`config.mk`:
```
export PLATFORM = sky130hd
export DESIGN_NAME = eewc_ctrl
export DESIGN_NICKNAME = d
export VERILOG_FILES = /design/src/logic/eewc_pkg.sv /design/src/logic/eewc_count_clock.sv /design/src/logic/eewc_ctrl.sv
export SDC_FILE = /design/constraint.sdc
export NUM_CORES = 1
export LEC_CHECK = 0
export ABC_AREA = 0
export BUFFER_PORTS_ARGS = -buffer_cell sky130_fd_sc_hd__buf_2
export CAP_MARGIN = 20
export CORE_MARGIN = 8
export CORE_UTILIZATION = 63
export CTS_BUF_LIST = sky130_fd_sc_hd__clkbuf_2
export CTS_CLUSTER_DIAMETER = 150
export DETAILED_ROUTE_END_ITERATION = 12
export GPL_TIMING_DRIVEN = 0
export HOLD_SLACK_MARGIN = 0.08
export PLACE_DENSITY = 0.88
export SYNTH_ARGS = -nofsm -noshare
export SYNTH_HDL_FRONTEND = slang
export SYNTH_HIERARCHICAL = 1
export SYNTH_SLANG_ARGS = --single-unit
```
`constraint.sdc`:
```
create_clock -name REF_CLK -period 3.55 [get_ports REF_CLK]
set_input_delay 0.355 -clock REF_CLK [delete_from_list [all_inputs] [get_ports REF_CLK]]
set_output_delay 0.355 -clock REF_CLK [all_outputs]
set_load 0.02 [all_outputs]
```
`src/logic/eewc_pkg.sv`:
```
/*
 * Shared constants and carrier types for the data EEPROM write control block.
 * Assumes a single 200 MHz system clock and a synchronous, active-low reset.
 */
package eewc_pkg;

    // Control register location and layout.
    localparam logic [15:0] CTRL_ADDR = 16'hFFD8;
    localparam logic [7:0] CTRL_RESET = 8'h08;
    localparam int BIT_WRITE_ENABLE = 0;
    localparam int BIT_WRITE_STATUS = 1;
    localparam int BIT_READ_ENABLE = 2;
    localparam int BIT_FIXED_ONE = 3;
    localparam int SEL_LSB = 4;
    localparam int BIT_FIXED_ZERO = 7;

    // Count clock selection codes.
    localparam logic [2:0] SEL_DIV32 = 3'h2;
    localparam logic [2:0] SEL_DIV64 = 3'h3;
    localparam logic [2:0] SEL_DIV128 = 3'h4;
    localparam logic [2:0] SEL_TIMER = 3'h6;

    // Prescaler width and the mask of low bits that must all be one for each division.
    localparam int PRESCALE_W = 7;
    localparam logic [6:0] MASK_DIV32 = 7'h1F;
    localparam logic [6:0] MASK_DIV64 = 7'h3F;
    localparam logic [6:0] MASK_DIV128 = 7'h7F;

    // Cell write length in count clock periods.
    localparam int WRITE_PERIODS = 145;
    localparam logic [7:0] WRITE_LAST = 8'h90;

    // Array geometry.
    localparam int ARRAY_DEPTH = 32;
    localparam int ARRAY_AW = 5;

    // Settling time after the write enable is set, and its cycle count at 200 MHz.
    localparam int CLK_PERIOD_PS = 5000;
    localparam int ARM_WAIT_NS = 1000000;
    localparam int ARM_WAIT_CYCLES = (ARM_WAIT_NS * 1000 + CLK_PERIOD_PS - 1) / CLK_PERIOD_PS;
    localparam int ARM_CNT_W = 18;

    typedef struct packed {
        logic [15:0] addr;
        logic wr_byte;
        logic wr_bit;
        logic [2:0] bit_idx;
        logic bit_val;
        logic [7:0] wdata;
        logic rd;
    } eewc_sfr_req_t;

    typedef struct packed {
        logic rd;
        logic wr;
        logic [ARRAY_AW-1:0] addr;
        logic [7:0] wdata;
    } eewc_array_req_t;

endpackage

```
`src/logic/eewc_count_clock.sv`:
```
/*
 * Count clock source: divides the system clock by 32, 64 or 128, or follows the
 * internal timer output, and gives one enable pulse per count clock period.
 * Assumes the timer output is a level synchronous to the system clock.
 */
`timescale 1ns/1ps
module eewc_count_clock
    import eewc_pkg::*;
(
    // Clock and reset.
    input wire logic clk,
    input wire logic rstn,
    // Selection and sources.
    input wire logic [2:0] clock_select,
    input wire logic timer_out,
    input wire logic osc_stopped,
    // Count clock enable.
    output logic tick
);
    logic [PRESCALE_W-1:0] pre_reg, pre_next;
    logic timer_q_reg, timer_q_next;
    logic tick_reg, tick_next;

    always_comb begin
        pre_next = osc_stopped ? pre_reg : pre_reg + 7'h01;
        timer_q_next = timer_out;
        tick_next = 1'b0;
        if (!osc_stopped) begin
            case (clock_select)
                SEL_DIV32: tick_next = (pre_reg & MASK_DIV32) == MASK_DIV32;
                SEL_DIV64: tick_next = (pre_reg & MASK_DIV64) == MASK_DIV64;
                SEL_DIV128: tick_next = (pre_reg & MASK_DIV128) == MASK_DIV128;
                // The timer output reaches this block even when its pin driver is off.
                SEL_TIMER: tick_next = timer_out && !timer_q_reg;
                default: tick_next = 1'b0;
            endcase
        end
    end

    always_ff @(posedge clk) begin
        if (!rstn) begin
            pre_reg <= 7'h00;
            timer_q_reg <= 1'b0;
            tick_reg <= 1'b0;
        end else begin
            pre_reg <= pre_next;
            timer_q_reg <= timer_q_next;
            tick_reg <= tick_next;
        end
    end

    assign tick = tick_reg;
endmodule

```
`src/logic/eewc_ctrl.sv`:
```
/*
 * Data EEPROM write control: control register on the special function register
 * port, the 32-byte data array, enable sequencing and the timed cell write.
 * Assumes the processor drives one register access and one array access per cycle,
 * and that the timer output and the stop indication are synchronous to REF_CLK.
 */
`timescale 1ns/1ps
module eewc_ctrl
    import eewc_pkg::*;
#(
    parameter int ARM_CYCLES = ARM_WAIT_CYCLES
)
(
    // Clock and reset.
    input wire logic REF_CLK,
    input wire logic RSTN,
    // Special function register port.
    input wire eewc_pkg::eewc_sfr_req_t SFR_REQ,
    output logic [7:0] SFR_RDATA,
    // Data array port.
    input wire eewc_pkg::eewc_array_req_t ARRAY_REQ,
    output logic [7:0] ARRAY_RDATA,
    output logic ARRAY_RVALID,
    // Count clock source and power mode.
    input wire logic TIMER_OUT,
    input wire logic STOP_MODE,
    // Status.
    output logic WRITE_IN_PROGRESS,
    output logic WRITE_CAPABLE,
    output logic LOW_POWER,
    output logic WRITE_DONE_INTERRUPT
);
    typedef enum logic [5:0] {
        ST_STANDBY = 6'b000001,
        ST_READ = 6'b000010,
        ST_ARM = 6'b000100,
        ST_READY = 6'b001000,
        ST_WRITE = 6'b010000,
        ST_LOCK = 6'b100000
    } eewc_state_t;

    logic [7:0] mem [ARRAY_DEPTH];

    eewc_state_t state_reg, state_next;
    logic array_read_enable_reg, array_read_enable_next;
    logic array_write_enable_reg, array_write_enable_next;
    logic [2:0] count_clock_select_reg, count_clock_select_next;
    logic [ARM_CNT_W-1:0] arm_cnt_reg, arm_cnt_next;
    logic tick_seen_reg, tick_seen_next;
    logic [7:0] period_cnt_reg, period_cnt_next;
    logic [ARRAY_AW-1:0] wr_addr_reg, wr_addr_next;
    logic [7:0] wr_data_reg, wr_data_next;
    logic [7:0] sfr_rdata_reg, sfr_rdata_next;
    logic [7:0] array_rdata_reg, array_rdata_next;
    logic array_rvalid_reg, array_rvalid_next;
    logic done_reg, done_next;
    logic low_power_reg, low_power_next;
    logic commit;
    logic tick;
    logic [7:0] ctrl_view;
    logic [7:0] ctrl_wr;
    logic sfr_hit;
    logic busy;
    logic write_ok;

    // Assembles the visible control byte with its fixed bits.
    function automatic logic [7:0] ctrl_byte(input logic [2:0] sel, input logic re, input logic st,
                                              input logic we);
        logic [7:0] v;
        v = 8'h00;
        v[BIT_FIXED_ONE] = 1'b1;
        v[BIT_FIXED_ZERO] = 1'b0;
        v[SEL_LSB +: 3] = sel;
        v[BIT_READ_ENABLE] = re;
        v[BIT_WRITE_STATUS] = st;
        v[BIT_WRITE_ENABLE] = we;
        return v;
    endfunction

    eewc_count_clock u_count_clock (
        .clk(REF_CLK),
        .rstn(RSTN),
        .clock_select(count_clock_select_reg),
        .timer_out(TIMER_OUT),
        .osc_stopped(STOP_MODE),
        .tick(tick)
    );

    assign busy = state_reg == ST_WRITE;
    assign ctrl_view = ctrl_byte(count_clock_select_reg, array_read_enable_reg, busy,
                                 array_write_enable_reg);

    // Register writes and the enable interlock.
    always_comb begin
        array_read_enable_next = array_read_enable_reg;
        array_write_enable_next = array_write_enable_reg;
        count_clock_select_next = count_clock_select_reg;
        sfr_rdata_next = sfr_rdata_reg;
        sfr_hit = SFR_REQ.addr == CTRL_ADDR;
        ctrl_wr = ctrl_view;
        if (sfr_hit && SFR_REQ.wr_byte) begin
            ctrl_wr = SFR_REQ.wdata;
        end else if (sfr_hit && SFR_REQ.wr_bit) begin
            ctrl_wr[SFR_REQ.bit_idx] = SFR_REQ.bit_val;
        end
        if (sfr_hit && (SFR_REQ.wr_byte || SFR_REQ.wr_bit)) begin
            // The status bit and the fixed bits are not stored from the write.
            count_clock_select_next = ctrl_wr[SEL_LSB +: 3];
            array_read_enable_next = ctrl_wr[BIT_READ_ENABLE];
            array_write_enable_next = ctrl_wr[BIT_WRITE_ENABLE] && ctrl_wr[BIT_READ_ENABLE];
        end
        if (sfr_hit && SFR_REQ.rd) begin
            sfr_rdata_next = ctrl_view;
        end
    end

    // Enable sequencing and the timed cell write.
    always_comb begin
        state_next = state_reg;
        arm_cnt_next = arm_cnt_reg;
        tick_seen_next = tick_seen_reg;
        period_cnt_next = period_cnt_reg;
        wr_addr_next = wr_addr_reg;
        wr_data_next = wr_data_reg;
        done_next = 1'b0;
        commit = 1'b0;
        write_ok = (state_reg == ST_READY) && !STOP_MODE;
        case (state_reg)
            ST_STANDBY: begin
                if (array_read_enable_reg && array_write_enable_reg) begin
                    state_next = ST_LOCK;
                end else if (array_read_enable_reg) begin
                    state_next = ST_READ;
                end
            end
            ST_READ: begin
                if (!array_read_enable_reg) begin
                    state_next = ST_STANDBY;
                end else if (array_write_enable_reg) begin
                    state_next = ST_ARM;
                    arm_cnt_next = '0;
                    tick_seen_next = 1'b0;
                end
            end
            ST_ARM: begin
                if (tick) begin
                    tick_seen_next = 1'b1;
                end
                if (!array_read_enable_reg) begin
                    state_next = ST_STANDBY;
                end else if (!array_write_enable_reg) begin
                    state_next = ST_READ;
                end else if (arm_cnt_reg == ARM_CNT_W'(ARM_CYCLES - 1)) begin
                    // A count clock that never ran while settling blocks writing until an enable is cleared.
                    state_next = (tick_seen_reg || tick) ? ST_READY : ST_LOCK;
                end else begin
                    arm_cnt_next = arm_cnt_reg + ARM_CNT_W'(1);
                end
            end
            ST_READY: begin
                if (!array_read_enable_reg) begin
                    state_next = ST_STANDBY;
                end else if (!array_write_enable_reg) begin
                    state_next = ST_READ;
                end else if (ARRAY_REQ.wr && write_ok) begin
                    state_next = ST_WRITE;
                    period_cnt_next = 8'h00;
                    wr_addr_next = ARRAY_REQ.addr;
                    wr_data_next = ARRAY_REQ.wdata;
                end
            end
            ST_WRITE: begin
                // New array writes are dropped here without touching the latched ones.
                if (tick && !STOP_MODE) begin
                    if (period_cnt_reg == WRITE_LAST) begin
                        commit = 1'b1;
                        done_next = 1'b1;
                        state_next = ST_READY;
                    end else begin
                        period_cnt_next = period_cnt_reg + 8'h01;
                    end
                end
            end
            ST_LOCK: begin
                if (!array_read_enable_reg) begin
                    state_next = ST_STANDBY;
                end else if (!array_write_enable_reg) begin
                    state_next = ST_READ;
                end
            end
            default: state_next = ST_STANDBY;
        endcase
    end

    // Array reads and the low-power indication.
    always_comb begin
        array_rdata_next = array_rdata_reg;
        array_rvalid_next = 1'b0;
        if (ARRAY_REQ.rd && array_read_enable_reg && !busy && !STOP_MODE) begin
            array_rdata_next = mem[ARRAY_REQ.addr];
            array_rvalid_next = 1'b1;
        end
        // Stop forces low power without touching the enables; halt has no say here.
        low_power_next = STOP_MODE || !array_read_enable_reg;
    end

    always_ff @(posedge REF_CLK) begin
        if (!RSTN) begin
            state_reg <= ST_STANDBY;
            array_read_enable_reg <= CTRL_RESET[BIT_READ_ENABLE];
            array_write_enable_reg <= CTRL_RESET[BIT_WRITE_ENABLE];
            count_clock_select_reg <= CTRL_RESET[SEL_LSB +: 3];
            arm_cnt_reg <= '0;
            tick_seen_reg <= 1'b0;
            period_cnt_reg <= 8'h00;
            wr_addr_reg <= '0;
            wr_data_reg <= 8'h00;
            sfr_rdata_reg <= 8'h00;
            array_rdata_reg <= 8'h00;
            array_rvalid_reg <= 1'b0;
            done_reg <= 1'b0;
            low_power_reg <= 1'b1;
        end else begin
            state_reg <= state_next;
            array_read_enable_reg <= array_read_enable_next;
            array_write_enable_reg <= array_write_enable_next;
            count_clock_select_reg <= count_clock_select_next;
            arm_cnt_reg <= arm_cnt_next;
            tick_seen_reg <= tick_seen_next;
            period_cnt_reg <= period_cnt_next;
            wr_addr_reg <= wr_addr_next;
            wr_data_reg <= wr_data_next;
            sfr_rdata_reg <= sfr_rdata_next;
            array_rdata_reg <= array_rdata_next;
            array_rvalid_reg <= array_rvalid_next;
            done_reg <= done_next;
            low_power_reg <= low_power_next;
        end
    end

    // The array cells keep their contents through reset.
    always_ff @(posedge REF_CLK) begin
        if (commit) begin
            mem[wr_addr_reg] <= wr_data_reg;
        end
    end

    assign SFR_RDATA = sfr_rdata_reg;
    assign ARRAY_RDATA = array_rdata_reg;
    assign ARRAY_RVALID = array_rvalid_reg;
    // The one-hot state bits drive the status pins straight from their flip-flops.
    assign WRITE_IN_PROGRESS = state_reg[4];
    assign WRITE_CAPABLE = state_reg[3];
    assign LOW_POWER = low_power_reg;
    assign WRITE_DONE_INTERRUPT = done_reg;
endmodule

```
==> impl_metrics.tcl, run 1 <==
set metrics [dict create \
    status "finished, final reports clean" \
    antenna_found_initial 1 \
    die_y_um 162 \
    gr-total-overflow 0 \
    drtPass1Iterations 7 \
    place_hpwl_um 20200 \
    vias_per_cell 6.37 \
    cp-start-kind "input pin" \
    tns_ns 0 \
    grt_first_pass_wirelength_um 49700 \
    largest_register_ff_count 256 \
    h-tree-depth 3 \
    design.die.area_um2 26400 \
    cts_tree "yes" \
    first_iter_violations 1189 \
    detail_route.wl_per_cell_um 23.2 \
    clk-insertion-delay-late_ns 0.88 \
    drv_slew 0 \
    slew_headroom_pct 24.5 \
    max_freq_ghz 0.285 \
    syn_to_final_growth_pct 14.6 \
    clockRootBuffer "clkbuf_2" \
    ys.flop_type "edfxtp_1" \
    cts_buffers 79 \
    tightestPinTransition_ns 1.12 \
    period_share_pct 99.0 \
    wirelength_um 33100 \
    yosysSeqAreaShare_pct 68.5 \
    track_usage_pct 24.4 \
    period_minus_slack_ns 3.51 \
    synth_edf_count 256 \
    grt_max_degree 34 \
    cts.sink_count 334 \
    crit_fanout 6 \
    critical_path_class "input pin to flip-flop" \
    power_density_nw_per_um2 457 \
    critPathCaptureType "flip-flop" \
    numPortBuffers 64 \
    combPwrFrac_pct 4.8 \
    power_frac_clock_pct 36.3 \
    pwr-share-seq_pct 58.9 \
    ant_nets 0 \
    p_leak_uw 0.00613 \
    rows 53 \
    vias 9082 \
    required_ns 4.33 \
    gp_congestion 0.909 \
    finClkSkew_ns 0.0908 \
    clk_pin_slew_ns 0.13 \
    start_util_pct 64.3 \
    post_dp_cell_area_um2 14200 \
    rsz0062_at_grt "false" \
    drc 0 \
    cellInternalPower_uw 5360 \
    arrival_ns 4.30 \
    layout-drive-gt1-share_pct 23.9 \
    p_total_uw 7080 \
    syn_area_um2 13500 \
    netlist_instances 897 \
    num_io_pins 71 \
    clockBufferDepth 3 \
    vdd_drop_max_mv 0.300 \
    synth_nets 952 \
    nNetsFinal 1142 \
    synthArstFlopShare_pct 0 \
    avgSynthCellArea_um2 15.1 \
    min_path_type "input pin to flip-flop" \
    core-area_um2 21000 \
    ys_seq_elements 334 \
    hold_viol_final 0 \
    grt_pass1_vias 9159 \
    p_sw_uw 1720 \
    switching_share_pct 24.3 \
    ys_types 62 \
    setup_viol_count_final 0 \
    die_w_um 162 \
    fin_area_um2 15500 \
    cap_violations 0 \
    yosys_warnings 6 \
]
-- layer usage --
metal / vias to the layer above / GRT usage, % / share of wire [%]
met5: - / 0 / 0
met4: 0 / 11.3 / 2.6
met3: 105 / 6.12 / 11
met2: 703 / 39.8 / 49
met1: 4361 / 30.4 / 37
li1: 3913 / - / -
-- path summary, 6_finish.rpt --
kind | startpoint | end | slack (ns) | cells after the start
min reg2reg | SFR_RDATA[0] | SFR_RDATA[0] | 0.48 | 2
max | SFR_REQ[16] | array_read_enable_reg | 0.04 | 10
max reg2reg | state_reg[3] | mem[16][1] | 0.23 | 5
min | ARRAY_REQ[13] | wr_addr_reg[3] | 0.14 | 5
-- synthesized netlist by cell type (all sizes together) (3+ instances only) --
cell type,number,area (µm²)
a221oi,15,131
nand4,16,100
a211oi,16,120
mux4,48,1080
a22oi,8,60.1
inv,10,37.5
nand3b,8,60.1
ha,5,62.6
xor2,18,158
nor2,90,338
or3,4,25.0
a221o,5,50.1
clkbuf,19,71.3
o21ai,18,90.1
or3b,3,26.3
nand2b,6,37.5
nand2,45,169
edfxtp,256,7690
and3,4,25.0
buf,20,115
nor3,10,50.1
nor4b,4,35.0
mux2i,49,490
a21oi,37,185
and2,11,68.8
nand3,24,120
xnor2,8,70.1
nor4,5,52.6
nor2b,25,156
a41oi,3,26.3
dfxtp,78,1560
-- layout make-up --
| type | count | area, µm² |
|---|---|---|
| Sequential cell | 334 | 9250 |
| Fill cell | 1201 | 5540 |
| Multi-Input combinational cell | 514 | 4040 |
| Timing Repair Buffer | 109 | 871 |
| Clock buffer | 124 | 621 |
| Tap cell | 275 | 344 |
| Buffer | 39 | 186 |
| Clock inverter | 20 | 135 |
| Inverter | 10 | 37.5 |
| Antenna cell | 1 | 2.50 |
-- power groups by stage --
stage	Clock, µW	Sequential (µW)	Combinational, µW
2_1_floorplan	0	4260	200
3_3_place_gp	0	4260	302
3_5_place_dp	0	4260	307
6_report	2570	4170	339
5_1_grt	2770	4170	362
4_1_cts	2570	4170	328
-- per-stage QoR --
stage	utilization (%)	hold slack (ns)	std cells	setup slack (ns)
6_report	73.7	0.144	1426	0.0365
3_3_place_gp	67.4	0.445	1236	0.344
5_1_grt	73.7	0.144	1426	0.0106
3_5_place_dp	67.5	0.444	1238	0.292
2_1_floorplan	-	0.459	897	0.966
4_1_cts	72.8	0.0947	1418	0.0937
-- worst max-delay path, cell delays in order --
cell and delay (ns):
dlygate4sd3_1 0.53, buf_2 0.11, or4b_2 0.70, dlygate4sd3_1 0.64
nor4_4 0.29, and2_1 0.25, a22oi_1 0.13, dlygate4sd3_1 0.57
a21oi_1 0.14, dlygate4sd3_1 0.57
-- kinds of logic (layout without fill, tap and decap cells) --
family	count (synthesis)	in the layout	share of synthesized area [%]
mux	98	98	11.7
flops	334	334	68.5
xor+xnor	26	26	1.69
compound gates	118	118	5.91
buf+inv	49	302	1.66
simple gates	266	266	10.1
other cells	1	2	0.0278
fa+ha+maj	5	5	0.463
-- what timing repair did --
item | in CTS | in global routing
buffers inserted | 0 | 0
setup endpoints to repair | 0 | 3
hold buffers | 36 | 0
gates resized for setup | 0 | 1
endpoints found under the hold margin | 36 | 0
-- layout by cell type, fill, tap and decap left out, types with 10 or more instances in the layout --
| master | count |
|---|---|
| a211oi_1 | 16 |
| a21oi_1 | 37 |
| a221oi_1 | 15 |
| and2_1 | 11 |
| buf_2 | 72 |
| clkbuf_1 | 19 |
| clkbuf_2 | 124 |
| clkinv_1 | 12 |
| dfxtp_1 | 78 |
| dlygate4sd3_1 | 36 |
| edfxtp_1 | 256 |
| inv_1 | 10 |
| mux2i_1 | 49 |
| mux4_2 | 48 |
| nand2_1 | 45 |
| nand3_1 | 24 |
| nand4_1 | 16 |
| nor2_1 | 89 |
| nor2b_1 | 25 |
| nor3_1 | 10 |
| o21ai_0 | 17 |
| xor2_1 | 18 |
No activity file was read; power rests on OpenSTA's default activity.
==> run 2, diff against run 1 <==
==> constraint.sdc (replaced) <==
create_clock -name REF_CLK -period 3.55 [get_ports REF_CLK]
set_input_delay 1.065 -clock REF_CLK [delete_from_list [all_inputs] [get_ports REF_CLK]]
set_output_delay 1.065 -clock REF_CLK [all_outputs]
set_load 0.02 [all_outputs]
==> impl_metrics.tcl, run 2 (synthesis gave the netlist of run 1 again) <==
set metrics [dict create \
    status "finished, final reports clean" \
    crit_fanout 10 \
    layout_commonest_cell "edfxtp_1" \
    drtPass1Iterations 5 \
    tightestPinTransition_ns 1.07 \
    vdd_drop_max_mv 0.300 \
    num_io_pins 71 \
    design.die.area_um2 26400 \
    numPortBuffers 64 \
    gr-total-overflow 0 \
    drc 0 \
    clockBufferDepth 3 \
    rows 53 \
    rr_startpoint "state_reg[3]" \
    die_y_um 162 \
    track_usage_pct 23.3 \
    nNetsFinal 1106 \
    reg2reg_to "mem[4][3]" \
    power_density_nw_per_um2 466 \
    arrival_ns 3.83 \
    required_ns 4.00 \
    crit_path_end "mem[4][3]" \
    period_minus_slack_ns 3.38 \
    die_w_um 162 \
    grt_pass1_vias 8870 \
    regToRegSetupSlack_ns 0.17 \
    clockRootBuffer "clkbuf_2" \
    startpoint "state_reg[3]" \
    place_hpwl_um 20200 \
    cpLargestDelayFamily "simple AND/OR/NAND/NOR gates" \
    ff2ff_path_depth 5 \
    grt_first_pass_wirelength_um 47400 \
    critPathCaptureType "flip-flop" \
    clk_pin_slew_ns 0.10 \
    gp_congestion 0.909 \
    h-tree-depth 3 \
    p_leak_uw 0.00597 \
    rsz0062_at_grt "false" \
    vias_per_cell 6.35 \
    vias 8829 \
    hold_viol_final 0 \
    worst_slack_ns 0.170 \
    cp-start-kind "flip-flop" \
    cap_violations 0 \
    pre_cts_ws_ns -0.402 \
    ant_nets 0 \
    wirelength_um 31700 \
    cts.sink_count 334 \
    drv_slew 0 \
    start_util_pct 64.3 \
    tns_ns 0 \
    syn_to_final_growth_pct 12.0 \
    min_path_type "input pin to flip-flop" \
    slew_headroom_pct 27.6 \
    max_freq_ghz 0.296 \
    cts_tree "yes" \
    largest_register_ff_count 256 \
    antenna_found_initial 1 \
    first_iter_violations 1138 \
    core-area_um2 21000 \
    critical_path_class "flip-flop to flip-flop" \
    cpMaxStageDelayCell "nor2_1" \
    grt_max_degree 34 \
    detail_route.wl_per_cell_um 22.8 \
    crit_cells 5 \
    critPathMaxStageDelay_ns 0.80 \
    layout-drive-gt1-share_pct 24.7 \
    cts_buffers 79 \
    clk-insertion-delay-late_ns 0.88 \
    crit_chain "nor4_1 > nand2_1 > or4_1 > clkbuf_1 > nor2_1" \
    whs_ns 0.437 \
    finClkSkew_ns 0.104 \
    path_buf_inv 1 \
    setup_viol_count_final 0 \
    period_share_pct 95.2 \
    final_cell_mix "edfxtp_1 (256), clkbuf_2 (124), nor2_1 (89)" \
]
-- run 2: cell count changes in the layout (fill, tap and decap cells not counted) --
cell           delta
dlygate4sd3_1    -36
buf_8             -1
buf_16            +1
-- run 2: report_power, final --
part	switching (µW)	leakage, µW	internal (µW)
clock network	1500	0.000587	1070
logic	195	0.00178	120
registers	14.9	0.00361	4150
total	1710	0.00597	5340
-- run 2: area by class of cell --
| cell class | instances | area (µm²) |
|---|---|---|
| flip-flops and latches | 334 | 9250 |
| fillers | 1278 | 5880 |
| multi-input cells | 514 | 4040 |
| clock buffers | 124 | 621 |
| repair buffers | 73 | 523 |
| well taps | 275 | 344 |
| plain buffers | 39 | 186 |
| clock inverters | 20 | 135 |
| inverters | 10 | 37.5 |
| diodes | 1 | 2.50 |
-- run 2: per-layer routing --
layer	vias to the layer above	share of wire (%)	GRT usage [%]
met4	0	2.6	10.3
met1	4222	37	29.4
met2	661	48	37.4
met5	-	0	0
met3	99	12	6.09
li1	3847	-	-
-- run 2: repair_timing --
action	CTS	global route
hold buffers	0	0
gates resized for setup	0	1
setup buffers	0	0
setup endpoints to repair	0	1
-- run 2: worst min path at each step --
stage,startpoint,to,cells after the start
3_3_place_gp,SFR_RDATA[4],SFR_RDATA[4],2
6_report,ARRAY_REQ[3],wr_data_reg[3],3
5_1_grt,ARRAY_REQ[7],wr_data_reg[7],3
3_5_place_dp,SFR_RDATA[6],SFR_RDATA[6],2
4_1_cts,ARRAY_REQ[3],wr_data_reg[3],3
2_1_floorplan,tick_seen_reg,tick_seen_reg,2
-- run 2: tightest hold or removal path, delay by kind of cell --
family,cells,cell delay [ns]
multiplexers,1,0.05
buffers and inverters,1,0.07
AND/OR/NAND/NOR,1,0.07
-- run 2: stage by stage --
stage / utilization, % / instances / instance area (µm²) / total power [µW]
finish: 72.0 / 1390 / 15100 / 7050
detailed placement: 67.5 / 1238 / 14200 / 4560
CTS: 71.1 / 1382 / 15000 / 7050
global placement: 67.4 / 1236 / 14200 / 4560
floorplan: - / 897 / 13500 / 4460
global route: 72.0 / 1390 / 15100 / 7280
==> run 3, diff against run 2 <==
--- a/config.mk
+++ b/config.mk
@@ -8,6 +8,7 @@
 export ABC_AREA = 0
 export BUFFER_PORTS_ARGS = -buffer_cell sky130_fd_sc_hd__buf_2
 export CAP_MARGIN = 20
+export CORE_ASPECT_RATIO = 2
 export CORE_MARGIN = 8
 export CORE_UTILIZATION = 63
 export CTS_BUF_LIST = sky130_fd_sc_hd__clkbuf_2
==> impl_metrics.tcl, run 3 (synthesis gave the netlist of run 1 again) <==
set metrics [dict create \
    cts_tree "yes" \
    h-tree-depth 3 \
    max_freq_ghz 0.294 \
    utilization_pct 70.3 \
    crit_fanout 10 \
    ant_nets 0 \
    core-area_um2 21300 \
    hold_viol_final 0 \
    slew_headroom_pct 25.0 \
    pre_cts_ws_ns -0.410 \
    vias 8721 \
    vias_per_cell 6.38 \
    wirelength_um 31400 \
    largest_register_ff_count 256 \
    post_cts_buffers 0 \
    cp-start-kind "flip-flop" \
    fill_cells 1342 \
    critical_path_class "flip-flop to flip-flop" \
    min_path_type "flip-flop to flip-flop" \
    clk_pin_slew_ns 0.12 \
    numPortBuffers 64 \
    period_share_pct 96.0 \
    detail_route.wl_per_cell_um 23.0 \
    clk-insertion-delay-late_ns 0.82 \
    rsz0062_at_grt "false" \
    power_density_nw_per_um2 453 \
    num_io_pins 71 \
    start_util_pct 63.4 \
    grt_pass1_vias 8737 \
    holdBufCountCts 0 \
    critPathCaptureType "flip-flop" \
    layout_commonest_cell "edfxtp_1" \
    clockBufferDepth 3 \
    cap_violations 0 \
    fin_area_um2 15000 \
    first_iter_violations 1069 \
    rows 76 \
    drc 0 \
    finClkSkew_ns 0.0639 \
    cts.sink_count 334 \
    final_cell_mix "edfxtp_1 (256), clkbuf_2 (99), nor2_1 (90)" \
    tightestPinTransition_ns 1.11 \
    p_leak_uw 0.00585 \
    vdd_drop_max_mv 0.303 \
    ff2ff_path_depth 5 \
    gr-total-overflow 0 \
    period_minus_slack_ns 3.41 \
    track_usage_pct 23.1 \
    grt_first_pass_wirelength_um 47500 \
    syn_to_final_growth_pct 10.9 \
    setup_viol_count_final 0 \
    clockRootBuffer "clkbuf_2" \
    design.die.area_um2 26700 \
    regToRegSetupSlack_ns 0.14 \
    place_hpwl_um 20800 \
    p_total_uw 6780 \
    drtPass1Iterations 5 \
    hold_path_depth 2 \
    antenna_found_initial 1 \
    nNetsFinal 1095 \
    die_y_um 223 \
    grt_max_degree 34 \
    die_w_um 120 \
    layout-drive-gt1-share_pct 22.5 \
    gp_congestion 0.869 \
    worst_slack_ns 0.143 \
    cts_resized 0 \
    required_ns 3.97 \
    cts_buffers 69 \
    post_dp_cell_area_um2 14200 \
    status "finished, final reports clean" \
    drv_slew 0 \
    arrival_ns 3.82 \
    whs_ns 0.462 \
]
==> run 3: changes by cell type in the layout (fill, tap and decap cells not counted) <==
| cell | before | now |
|---|---|---|
| clkbuf_2 | 124 | 99 |
| clkinv_1 | 12 | 18 |
| clkbuf_4 | 0 | 1 |
| buf_8 | 2 | 3 |
| buf_16 | 6 | 4 |
| clkinv_4 | 1 | 0 |
| nor2_2 | 1 | 0 |
| nor2_1 | 89 | 90 |
| buf_4 | 5 | 4 |
| inv_2 | 3 | 2 |
==> run 3: worst paths after layout <==
path,startpoint,to
setup / recovery,state_reg[3],mem[16][2]
hold reg to reg,SFR_RDATA[6],SFR_RDATA[6]
setup reg to reg,state_reg[3],mem[16][2]
hold / removal,SFR_RDATA[6],SFR_RDATA[6]
==> run 3: cell type report <==
type,instances,area [µm²],area share (%)
sequential,334,9250,61.7
multi-input combinational,514,4040,27.0
clock buffer,99,495,3.31
timing repair buffer,72,483,3.22
tap,273,342,2.28
buffer,39,186,1.24
clock inverter,24,145,0.969
inverter,10,37.5,0.251
antenna,1,2.50,0.0167
==> run 3: metal layers <==
layer / track usage (%) / wire length [µm] / vias to the layer above
met1: 28.3 / 11100 / 4262
met2: 39.1 / 16300 / 551
met4: 10.8 / 1080 / 0
met3: 3.95 / 2870 / 93
li1: - / - / 3815
met5: 0 / 0 / -
==> run 3: critical path: stages (launching register included) <==
cell and delay, ns:
dfxtp_1 0.39, nor4_1 0.55, nand2_1 0.41, or4_1 0.58, clkbuf_1 0.28, nor2_1 0.82
==> run 3: where the power goes <==
part | internal (µW) | switching (µW) | total [µW] | leakage, µW
clock | 894 | 1400 | 2290 | 0.000484
combinational | 120 | 197 | 318 | 0.00176
sequential | 4150 | 16.6 | 4170 | 0.00361
total | 5170 | 1610 | 6780 | 0.00585
==> run 3: per-stage QoR <==
step                      TNS (ns)  cells
after global routing             0   1366
after global placement       -4.14   1234
after floorplan                  0    897
final                            0   1366
after CTS                        0   1357
after detailed placement    -12.38   1234
